File: config.mk
export PLATFORM = sky130hd
export DESIGN_NAME = ppio_ports
export DESIGN_NICKNAME = d
export VERILOG_FILES = /design/src/inc/ppio_pkg.sv /design/src/hdl/ppio_ports.sv /design/src/hdl/ppio_sync.sv /design/src/hdl/ppio_pad.sv
export VERILOG_INCLUDE_DIRS = /design/src /design/src/inc
export SDC_FILE = /design/constraint.sdc
export NUM_CORES = 1
export LEC_CHECK = 0
export CAP_MARGIN = 20
export CELL_PAD_IN_SITES_DETAIL_PLACEMENT = 1
export CELL_PAD_IN_SITES_GLOBAL_PLACEMENT = 1
export CORE_ASPECT_RATIO = 0.7
export CORE_MARGIN = 2
export CORE_UTILIZATION = 54
export CTS_CLUSTER_DIAMETER = 120
export CTS_CLUSTER_SIZE = 40
export DETAILED_ROUTE_END_ITERATION = 16
export DONT_BUFFER_PORTS = 1
export GPL_TIMING_DRIVEN = 0
export PLACE_DENSITY = 0.88
export SETUP_SLACK_MARGIN = 0.1
export SLEW_MARGIN = 10
export SYNTH_ARGS = -nofsm -noshare
export SYNTH_HDL_FRONTEND = slang
export SYNTH_SLANG_ARGS = --single-unit
File: constraint.sdc
create_clock -name clk_sys -period 3.7 [get_ports clk_sys]
set_clock_uncertainty 0.1 [all_clocks]
set_input_delay 0.185 -clock clk_sys [delete_from_list [all_inputs] [get_ports clk_sys]]
set_output_delay 0.185 -clock clk_sys [all_outputs]
set_load 0.02 [all_outputs]
File: src/inc/ppio_defines.svh
// Register offsets, reset values and field positions of the parallel ports.
// Included by the package only; the port logic uses its macros; definitions only.
`ifndef PPIO_DEFINES_SVH
`define PPIO_DEFINES_SVH
`define PPIO_ADDR_W 16
`define PPIO_THR_OFF 16'hF1C4
`define PPIO_DATA_OFF 16'hF000
`define PPIO_DIR_OFF 16'hF040
`define PPIO_ODS_OFF 16'hF080
`define PPIO_THR_RST 16'h0000
`define PPIO_THR_MASK 16'h00DF
`define PPIO_P2L_BIT 0
`define PPIO_P2H_BIT 1
`define PPIO_P3L_BIT 2
`define PPIO_P3H_BIT 3
`define PPIO_P4_BIT 4
`define PPIO_P7_BIT 6
`define PPIO_P8_BIT 7
`define PPIO_NPORT 9
`define PPIO_OP_WR 2'h1
`define PPIO_OP_RMW 2'h2
`endif

File: src/inc/ppio_pkg.sv
// Types shared by the parallel port files.
// Assumes ppio_defines.svh is on the include path.
`include "ppio_defines.svh"
package ppio_pkg;
    typedef logic [15:0] ppio_word_t;
    typedef enum logic [1:0]
    {
        PPIO_IDLE = 2'b00,
        PPIO_RMW_WAIT = 2'b01
    } ppio_state_t;
endpackage

File: src/hdl/ppio_ports.sv
// Parallel I/O port logic: nine ports, data, direction, open drain, threshold.
// Assumes a CPU register port with one-cycle strobes; pins are asynchronous.
//
// The strobed register port is this design's own decision.
`timescale 1ns/100ps
module ppio_ports
    import ppio_pkg::*;
#(
    parameter int NPORT = `PPIO_NPORT
)
(
    input wire logic clk_sys,
    input wire logic sys_rst,
    input wire logic [`PPIO_ADDR_W-1:0] reg_addr,
    input wire logic [15:0] reg_wdata,
    input wire logic reg_wr,
    input wire logic reg_rd,
    input wire logic [1:0] reg_op,
    output logic [15:0] reg_rdata,
    input wire logic [NPORT*16-1:0] pin_in,
    output logic [NPORT*16-1:0] pin_out,
    output logic [NPORT*16-1:0] pin_oe,
    output logic [15:0] threshold_sel_out
);
    initial
    begin
        if (NPORT != `PPIO_NPORT)
            $error("ppio_ports supports exactly nine ports");
        if (`PPIO_ADDR_W != 16)
            $error("ppio_ports decodes sixteen address bits only");
        if ((`PPIO_DATA_OFF & 16'h001E) != 16'h0000)
            $error("data block base overlaps the port index bits");
        if ((`PPIO_DIR_OFF & 16'h001E) != 16'h0000)
            $error("direction block base overlaps the port index bits");
        if ((`PPIO_ODS_OFF & 16'h001E) != 16'h0000)
            $error("open-drain block base overlaps the port index bits");
        if (kind_match(`PPIO_THR_OFF, `PPIO_DATA_OFF)
            || kind_match(`PPIO_THR_OFF, `PPIO_DIR_OFF)
            || kind_match(`PPIO_THR_OFF, `PPIO_ODS_OFF))
            $error("threshold register falls inside a port block");
        if (`PPIO_THR_MASK != thr_field_mask())
            $error("threshold mask disagrees with its field positions");
        if ((`PPIO_THR_RST & ~`PPIO_THR_MASK) != 16'h0000)
            $error("threshold reset value sets a reserved bit");
        if (`PPIO_OP_RMW == `PPIO_OP_WR)
            $error("write and read-modify-write codes must differ");
    end

    // Implemented lines per port
    function automatic ppio_word_t line_mask(input int p);
        case (p)
            3: line_mask = 16'hBFFF;
            4, 6, 7, 8: line_mask = 16'h00FF;
            default: line_mask = 16'hFFFF;
        endcase
    endfunction

    function automatic logic has_od(input int p);
        case (p)
            2, 3, 4, 6, 7, 8: has_od = 1'b1;
            default: has_od = 1'b0;
        endcase
    endfunction

    // Data seen by software: latch where driven, pin where not
    function automatic ppio_word_t mix(input ppio_word_t d,
                                       input ppio_word_t l,
                                       input ppio_word_t p);
        mix = (d & l) | (~d & p);
    endfunction

    // Port 5 has no output latch and no direction register
    function automatic logic has_out(input int p);
        has_out = (p != 5);
    endfunction

    // Register block base match, ignoring the port index bits
    function automatic logic kind_match(input ppio_word_t a,
                                        input ppio_word_t base);
        kind_match = (a & 16'hFFE1) == base;
    endfunction

    // Writable threshold selects, built from the field positions
    function automatic ppio_word_t thr_field_mask();
        thr_field_mask = '0;
        thr_field_mask[`PPIO_P2L_BIT] = 1'b1;
        thr_field_mask[`PPIO_P2H_BIT] = 1'b1;
        thr_field_mask[`PPIO_P3L_BIT] = 1'b1;
        thr_field_mask[`PPIO_P3H_BIT] = 1'b1;
        thr_field_mask[`PPIO_P4_BIT] = 1'b1;
        thr_field_mask[`PPIO_P7_BIT] = 1'b1;
        thr_field_mask[`PPIO_P8_BIT] = 1'b1;
    endfunction

    // Software merges pin or latch view before a read-modify-write,
    // so both codes store the written word; no atomic hardware path
    function automatic ppio_word_t latch_next(input logic [1:0] op,
                                              input ppio_word_t w,
                                              input int p);
        if (op == `PPIO_OP_RMW)
            latch_next = w & line_mask(p);
        else
            latch_next = w & line_mask(p);
    endfunction

    // Register view of one port, selected by the decoded kind
    function automatic ppio_word_t port_view(input logic [1:0] kind,
                                             input ppio_word_t d,
                                             input ppio_word_t l,
                                             input ppio_word_t i,
                                             input ppio_word_t o);
        case (kind)
            2'h1: port_view = mix(d, l, i);
            2'h2: port_view = d;
            2'h3: port_view = o;
            default: port_view = '0;
        endcase
    endfunction

    logic [NPORT*16-1:0] pin_sync;
    logic [NPORT*16-1:0] pad_o;
    logic [NPORT*16-1:0] pad_e;
    ppio_word_t in_latch_q [NPORT];
    ppio_word_t out_latch_q [NPORT];
    ppio_word_t dir_q [NPORT];
    ppio_word_t od_q [NPORT];
    ppio_word_t thr_q;
    logic [NPORT*16-1:0] lat_flat;
    logic [NPORT*16-1:0] dir_flat;
    logic [NPORT*16-1:0] od_flat;
    logic [3:0] sel_port;
    logic [1:0] sel_kind;
    logic sel_hit;
    logic wr_data;
    logic wr_dir;
    logic wr_od;
    logic wr_thr;
    logic rd_thr;
    logic rd_port;
    logic [NPORT*16-1:0] drv_mask;

    ppio_sync #(.W(NPORT*16)) u_sync
    (
        .clk_sys(clk_sys),
        .sys_rst(sys_rst),
        .pin_in(pin_in),
        .pin_stable(pin_sync)
    );

    // Sampled every clock regardless of direction
    always_ff @(posedge clk_sys)
    begin
        if (sys_rst)
        begin
            for (int p = 0; p < NPORT; p++)
                in_latch_q[p] <= '0;
        end
        else
        begin
            for (int p = 0; p < NPORT; p++)
                in_latch_q[p] <= pin_sync[p*16 +: 16] & line_mask(p);
        end
    end

    // Map: data, direction and open drain blocks, two bytes per port.
    // Port index 9 to 15 and odd addresses fall outside every block.
    // Address decode: base + kind, port index in bits 4:1
    always_comb
    begin
        sel_port = reg_addr[4:1];
        sel_kind = 2'h0;
        sel_hit = 1'b0;
        if (kind_match(reg_addr, `PPIO_DATA_OFF))
            sel_kind = 2'h1;
        else if (kind_match(reg_addr, `PPIO_DIR_OFF))
            sel_kind = 2'h2;
        else if (kind_match(reg_addr, `PPIO_ODS_OFF))
            sel_kind = 2'h3;
        if (sel_kind != 2'h0 && sel_port < 4'(NPORT))
            sel_hit = 1'b1;
    end

    // Strobe qualifiers, one write per register kind plus port and threshold reads
    always_comb
    begin
        wr_data = reg_wr && sel_hit && sel_kind == 2'h1;
        wr_dir = reg_wr && sel_hit && sel_kind == 2'h2;
        wr_od = reg_wr && sel_hit && sel_kind == 2'h3;
        wr_thr = reg_wr && reg_addr == `PPIO_THR_OFF;
        rd_thr = reg_rd && reg_addr == `PPIO_THR_OFF;
        rd_port = reg_rd && sel_hit;
    end

    // Output latches: plain write or read-modify-write
    always_ff @(posedge clk_sys)
    begin
        if (sys_rst)
        begin
            for (int p = 0; p < NPORT; p++)
                out_latch_q[p] <= '0;
        end
        else if (wr_data)
        begin
            for (int p = 0; p < NPORT; p++)
            begin
                if (!has_out(p))
                begin
                    out_latch_q[p] <= '0;
                end
                else if (4'(p) == sel_port)
                begin
                    out_latch_q[p] <= latch_next(reg_op, reg_wdata, p);
                end
            end
        end
    end

    // Direction registers
    always_ff @(posedge clk_sys)
    begin
        if (sys_rst)
        begin
            for (int p = 0; p < NPORT; p++)
                dir_q[p] <= '0;
        end
        else if (wr_dir)
        begin
            for (int p = 0; p < NPORT; p++)
                if (4'(p) == sel_port && has_out(p))
                    dir_q[p] <= reg_wdata & line_mask(p);
        end
    end

    // Open-drain registers
    always_ff @(posedge clk_sys)
    begin
        if (sys_rst)
        begin
            for (int p = 0; p < NPORT; p++)
                od_q[p] <= '0;
        end
        else if (wr_od)
        begin
            for (int p = 0; p < NPORT; p++)
                if (4'(p) == sel_port && has_od(p))
                    od_q[p] <= reg_wdata & line_mask(p);
        end
    end

    // Threshold selects; no effect on direction or driver paths
    always_ff @(posedge clk_sys)
    begin
        if (sys_rst)
            thr_q <= `PPIO_THR_RST;
        else if (wr_thr)
            thr_q <= reg_wdata & thr_field_mask();
    end

    always_ff @(posedge clk_sys)
    begin
        if (sys_rst)
            threshold_sel_out <= '0;
        else
            threshold_sel_out <= thr_q;
    end

    // Read port: data after the strobe cycle only
    always_ff @(posedge clk_sys)
    begin
        if (sys_rst)
            reg_rdata <= '0;
        else if (rd_thr)
            reg_rdata <= thr_q;
        else if (rd_port)
            reg_rdata <= port_view(sel_kind, dir_q[sel_port],
                out_latch_q[sel_port], in_latch_q[sel_port],
                od_q[sel_port]);
        else
            reg_rdata <= '0;
    end

    always_comb
    begin
        for (int p = 0; p < NPORT; p++)
        begin
            lat_flat[p*16 +: 16] = out_latch_q[p];
            dir_flat[p*16 +: 16] = dir_q[p];
            od_flat[p*16 +: 16] = od_q[p];
            drv_mask[p*16 +: 16] = line_mask(p) & {16{has_out(p)}};
        end
    end

    ppio_pad #(.W(NPORT*16)) u_pad
    (
        .out_latch(lat_flat),
        .dir(dir_flat),
        .open_drain(od_flat),
        .pad_out(pad_o),
        .pad_oe(pad_e)
    );

    // Registered pad drive so outputs come from flip-flops; the mask
    // keeps absent lines quiet even if a register bit were upset
    always_ff @(posedge clk_sys)
    begin
        if (sys_rst)
            pin_out <= '0;
        else
            pin_out <= pad_o & drv_mask;
    end

    always_ff @(posedge clk_sys)
    begin
        if (sys_rst)
            pin_oe <= '0;
        else
            pin_oe <= pad_e & drv_mask;
    end
endmodule

File: src/hdl/ppio_sync.sv
// Three-stage pin synchroniser with agreement of stages two and three.
// Assumes asynchronous pin levels; one clock domain.
`timescale 1ns/100ps
module ppio_sync
#(
    parameter int W = 16
)
(
    input wire logic clk_sys,
    input wire logic sys_rst,
    input wire logic [W-1:0] pin_in,
    output logic [W-1:0] pin_stable
);
    logic [W-1:0] s1_q;
    logic [W-1:0] s2_q;
    logic [W-1:0] s3_q;

    always_ff @(posedge clk_sys)
    begin
        if (sys_rst)
        begin
            s1_q <= '0;
            s2_q <= '0;
            s3_q <= '0;
            pin_stable <= '0;
        end
        else
        begin
            s1_q <= pin_in;
            s2_q <= s1_q;
            s3_q <= s2_q;
            // Only a level seen twice counts
            for (int i = 0; i < W; i++)
                if (s2_q[i] == s3_q[i])
                    pin_stable[i] <= s2_q[i];
        end
    end
endmodule

File: src/hdl/ppio_pad.sv
// Per-pin driver control: push-pull or open-drain.
// Assumes the pad resolves enable and data outside.
`timescale 1ns/100ps
module ppio_pad
#(
    parameter int W = 16
)
(
    input wire logic [W-1:0] out_latch,
    input wire logic [W-1:0] dir,
    input wire logic [W-1:0] open_drain,
    output logic [W-1:0] pad_out,
    output logic [W-1:0] pad_oe
);
    always_comb
    begin
        for (int i = 0; i < W; i++)
        begin
            // Open drain only pulls low
            pad_out[i] = open_drain[i] ? 1'b0 : out_latch[i];
            pad_oe[i] = dir[i] & (~open_drain[i] | ~out_latch[i]);
        end
    end
endmodule

==> metrics.txt <==
Setup WS post-layout 0.114 ns; HP Start pin_in[64]; simple logic cell fraction of the synthesized area 14.5%; Root Buffer clkbuf_16; Critical Path End Type register; RSZ-0062 raised after global routing false; Post-Route WL 127000 um; leakage 14.4 nW; Top-Level Pins 502; status finished, final reports clean; antenna-violating nets left 0; drt wl/cell 31.5 um; Num CTS Buffers 30; register area share after synthesis 67.2%; clock slew at the register clock pins of the worst setup and hold paths 0.14 ns; r2r startpoint dir_q[2][3]$_DFFE_PP_; clk buf depth 3; WHS Endpoint u_sync.s1_q[64]$_SDFF_PP0_; CP max FO 16; combinational family with the most area after synthesis simple AND/OR/NAND/NOR gates; layout cells sized above 1 7.85%; full die area 67100 um^2; Mean Syn Cell Area 12.3 um^2; clock sink count 1044; Max-cap violations 0; peak supply drop 0.514 mV; largest net degree at the start of global routing 42; share of total power in combinational logic 7.6%; mux cell area share after synthesis 4.83%; fmax 279 MHz; Synth Area in Compound Gates 8.49%; IO buf count 0; internal power 14.1 mW; crit-path most repeated cell clkbuf_1; FF-to-FF End reg_rdata[3]$_SDFF_PP0_; Final Cycle Share 96.9%; Slowest-stage cell, CP a31o_2; worst-margin pin slew 1.25 ns; R2R cell count 7; Starting Density 54.4%; Synth Instances 2855; clock latency on the worst-skew pair 0.71 ns; die width 309 um; Critical Path RT 3.91 ns; Synth Area in Adders 0%; Chip Height 217 um; sequential share of power 66.3%; Final #Nets 3313; Critical Path Max Stage Delay 0.99 ns; drt first-iter violations 3415; fin util 60.3%; Placeable Area 64600 um^2; Hold Path Depth 2; Fin. Hold Viols 0; Crit Path Class input port to register; post-CTS setup buffer count 0; vias per inst 6.05; Area growth, synth to finish 10.9%; number of synthesized flops with an enable pin 269; All-Layer GR Usage 37.2%; routed via count 24400; worst path arrival time 3.80 ns; Slew Limit Fails 0; ys async rst share 0%; total gr overflow 0; crit-path cells clkbuf_1, nor2_1, clkbuf_1, clkbuf_1, a31o_2; Post-Synthesis Cell Area 35100 um^2; Final setup violation count 0; PwrDens 484 nW/um^2; warnings from Yosys 0; Slew headroom 16.5%; ys flop type dfxtp_1; net switching power 4.70 mW; CTS tree done; pre-CTS WS -0.333 ns; drc violations 0; R2R setup slack 1.27 ns; FF+latch count, synth 1044; drt first pass iters 6; CP Launch Type input port; global-route wire length before repair 179000 um; XOR/XNOR Fraction of Synth Area 0%; Clock Power Share 26.2%; row cnt 78; unique cell type count in the Yosys netlist 61; GP Congestion 0.955; initial antenna violation count 12; Switching Share 25.0%; min cycle time layout 3.59 ns; Final HPWL DP 87200 um; HP Class input port to register; number of global-route vias before repair 25100; CTS HTree Levels 1
-- layout by cell type (no fill, tap or decap), types with 99 or more instances in the layout --
cell,synthesis,layout
dfxtp_1,775,775
nor2b_1,455,455
edfxtp_1,269,269
nand2_1,166,166
a21oi_1,144,144
o21ai_0,132,132
dlygate4sd3_1,0,131
clkbuf_1,113,127
buf_4,109,110
a211oi_1,109,109
conb_1,1,107
inv_1,99,99
-- critical path: cells and delay by family --
kind / cells / cell delay (ns)
AND/OR/NAND/NOR: 1 / 0.85
buffers and inverters: 3 / 1.76
AO/OA/AOI/OAI: 1 / 0.99
-- power groups by stage --
stage | clock network (mW) | logic, mW | registers (mW)
5_1_grt | 5.27 | 1.46 | 12.5
3_3_place_gp | 0 | 1.18 | 12.7
6_report | 4.93 | 1.43 | 12.5
3_5_place_dp | 0 | 1.22 | 12.7
2_1_floorplan | 0 | 0.778 | 12.6
4_1_cts | 4.85 | 1.35 | 12.5
-- cell families after synthesis --
| group | Yosys count |
|---|---|
| DFF | 1044 |
| muxes | 106 |
| AOI/OAI and AO/OA | 482 |
| buffers and inverters | 347 |
| other | 1 |
| and+or+nand+nor | 875 |
-- Yosys cell counts (all sizes together), types with 50 or more instances --
library cell	count	area [um^2]
nor3b	97	733
clkbuf	114	429
edfxtp	269	8080
a211oi	109	818
nor2	60	225
nand2	166	623
o21ai	134	671
mux4	50	1130
a21oi	144	721
and2	50	313
buf	133	941
dfxtp	775	15500
inv	99	372
nor2b	455	2850
-- flip-flops by register name, indices dropped and copies added, names as in the netlist --
| signal | cells |
|---|---|
| u_sync.s2_q | 111 |
| dir_q | 95 |
| out_latch_q | 95 |
| u_sync.pin_stable | 111 |
| reg_rdata | 16 |
| u_sync.s1_q | 111 |
| pin_oe | 95 |
| od_q | 79 |
| u_sync.s3_q | 111 |
| in_latch_q | 111 |
| pin_out | 95 |
| threshold_sel_out | 7 |
| thr_q | 7 |
-- per-stage QoR --
stage	hold slack, ns	total power [mW]	TNS (ns)	std cells	area, um^2
after detailed placement	0.221	13.9	-10.40	3846	36700
after global routing	0.0172	19.2	0	4029	38900
final	0.0215	18.8	0	4038	39000
after floorplan	0.213	13.4	0	2961	35500
after CTS	0.0103	18.7	0	4024	38900
after global placement	0.221	13.9	-13.16	3841	36600
-- area by class of cell --
type	count	area [um^2]
fillers	6542	25600
multi-input cells	1570	10200
flip-flops and latches	1044	23600
clock inverters	2	46.3
inverters	100	375
plain buffers	247	1370
well taps	880	1100
clock buffers	45	807
diodes	12	30.0
repair buffers	138	1440
-- worst max-delay path by stage --
stage / from / end / cells past startpoint
5_1_grt: reg_addr[3] / dir_q[1][0]$_DFFE_PP_ / 5
3_3_place_gp: reg_addr[3] / dir_q[1][10]$_DFFE_PP_ / 5
3_5_place_dp: reg_addr[3] / dir_q[1][11]$_DFFE_PP_ / 5
2_1_floorplan: reg_addr[11] / out_latch_q[0][0]$_DFFE_PP_ / 4
6_report: reg_addr[3] / dir_q[1][0]$_DFFE_PP_ / 5
4_1_cts: reg_addr[3] / dir_q[1][0]$_DFFE_PP_ / 5
-- layer usage --
layer	global-route usage, %	vias to the layer above	part of all wire (%)	wire length [um]
met5	0	-	0.056	71
met1	50.7	12400	39	50100
li1	-	10100	-	-
met2	58.4	1576	46	57900
met3	8.42	346	11	13600
met4	14.1	10	4.3	5420
-- repair_timing --
item / CTS / global route
resized for setup: 0 / 0
setup endpoints to repair: 0 / 0
hold endpoints to repair: 390 / 0
hold buffers: 131 / 0
Note: power is estimated with default switching activity, not from simulation.
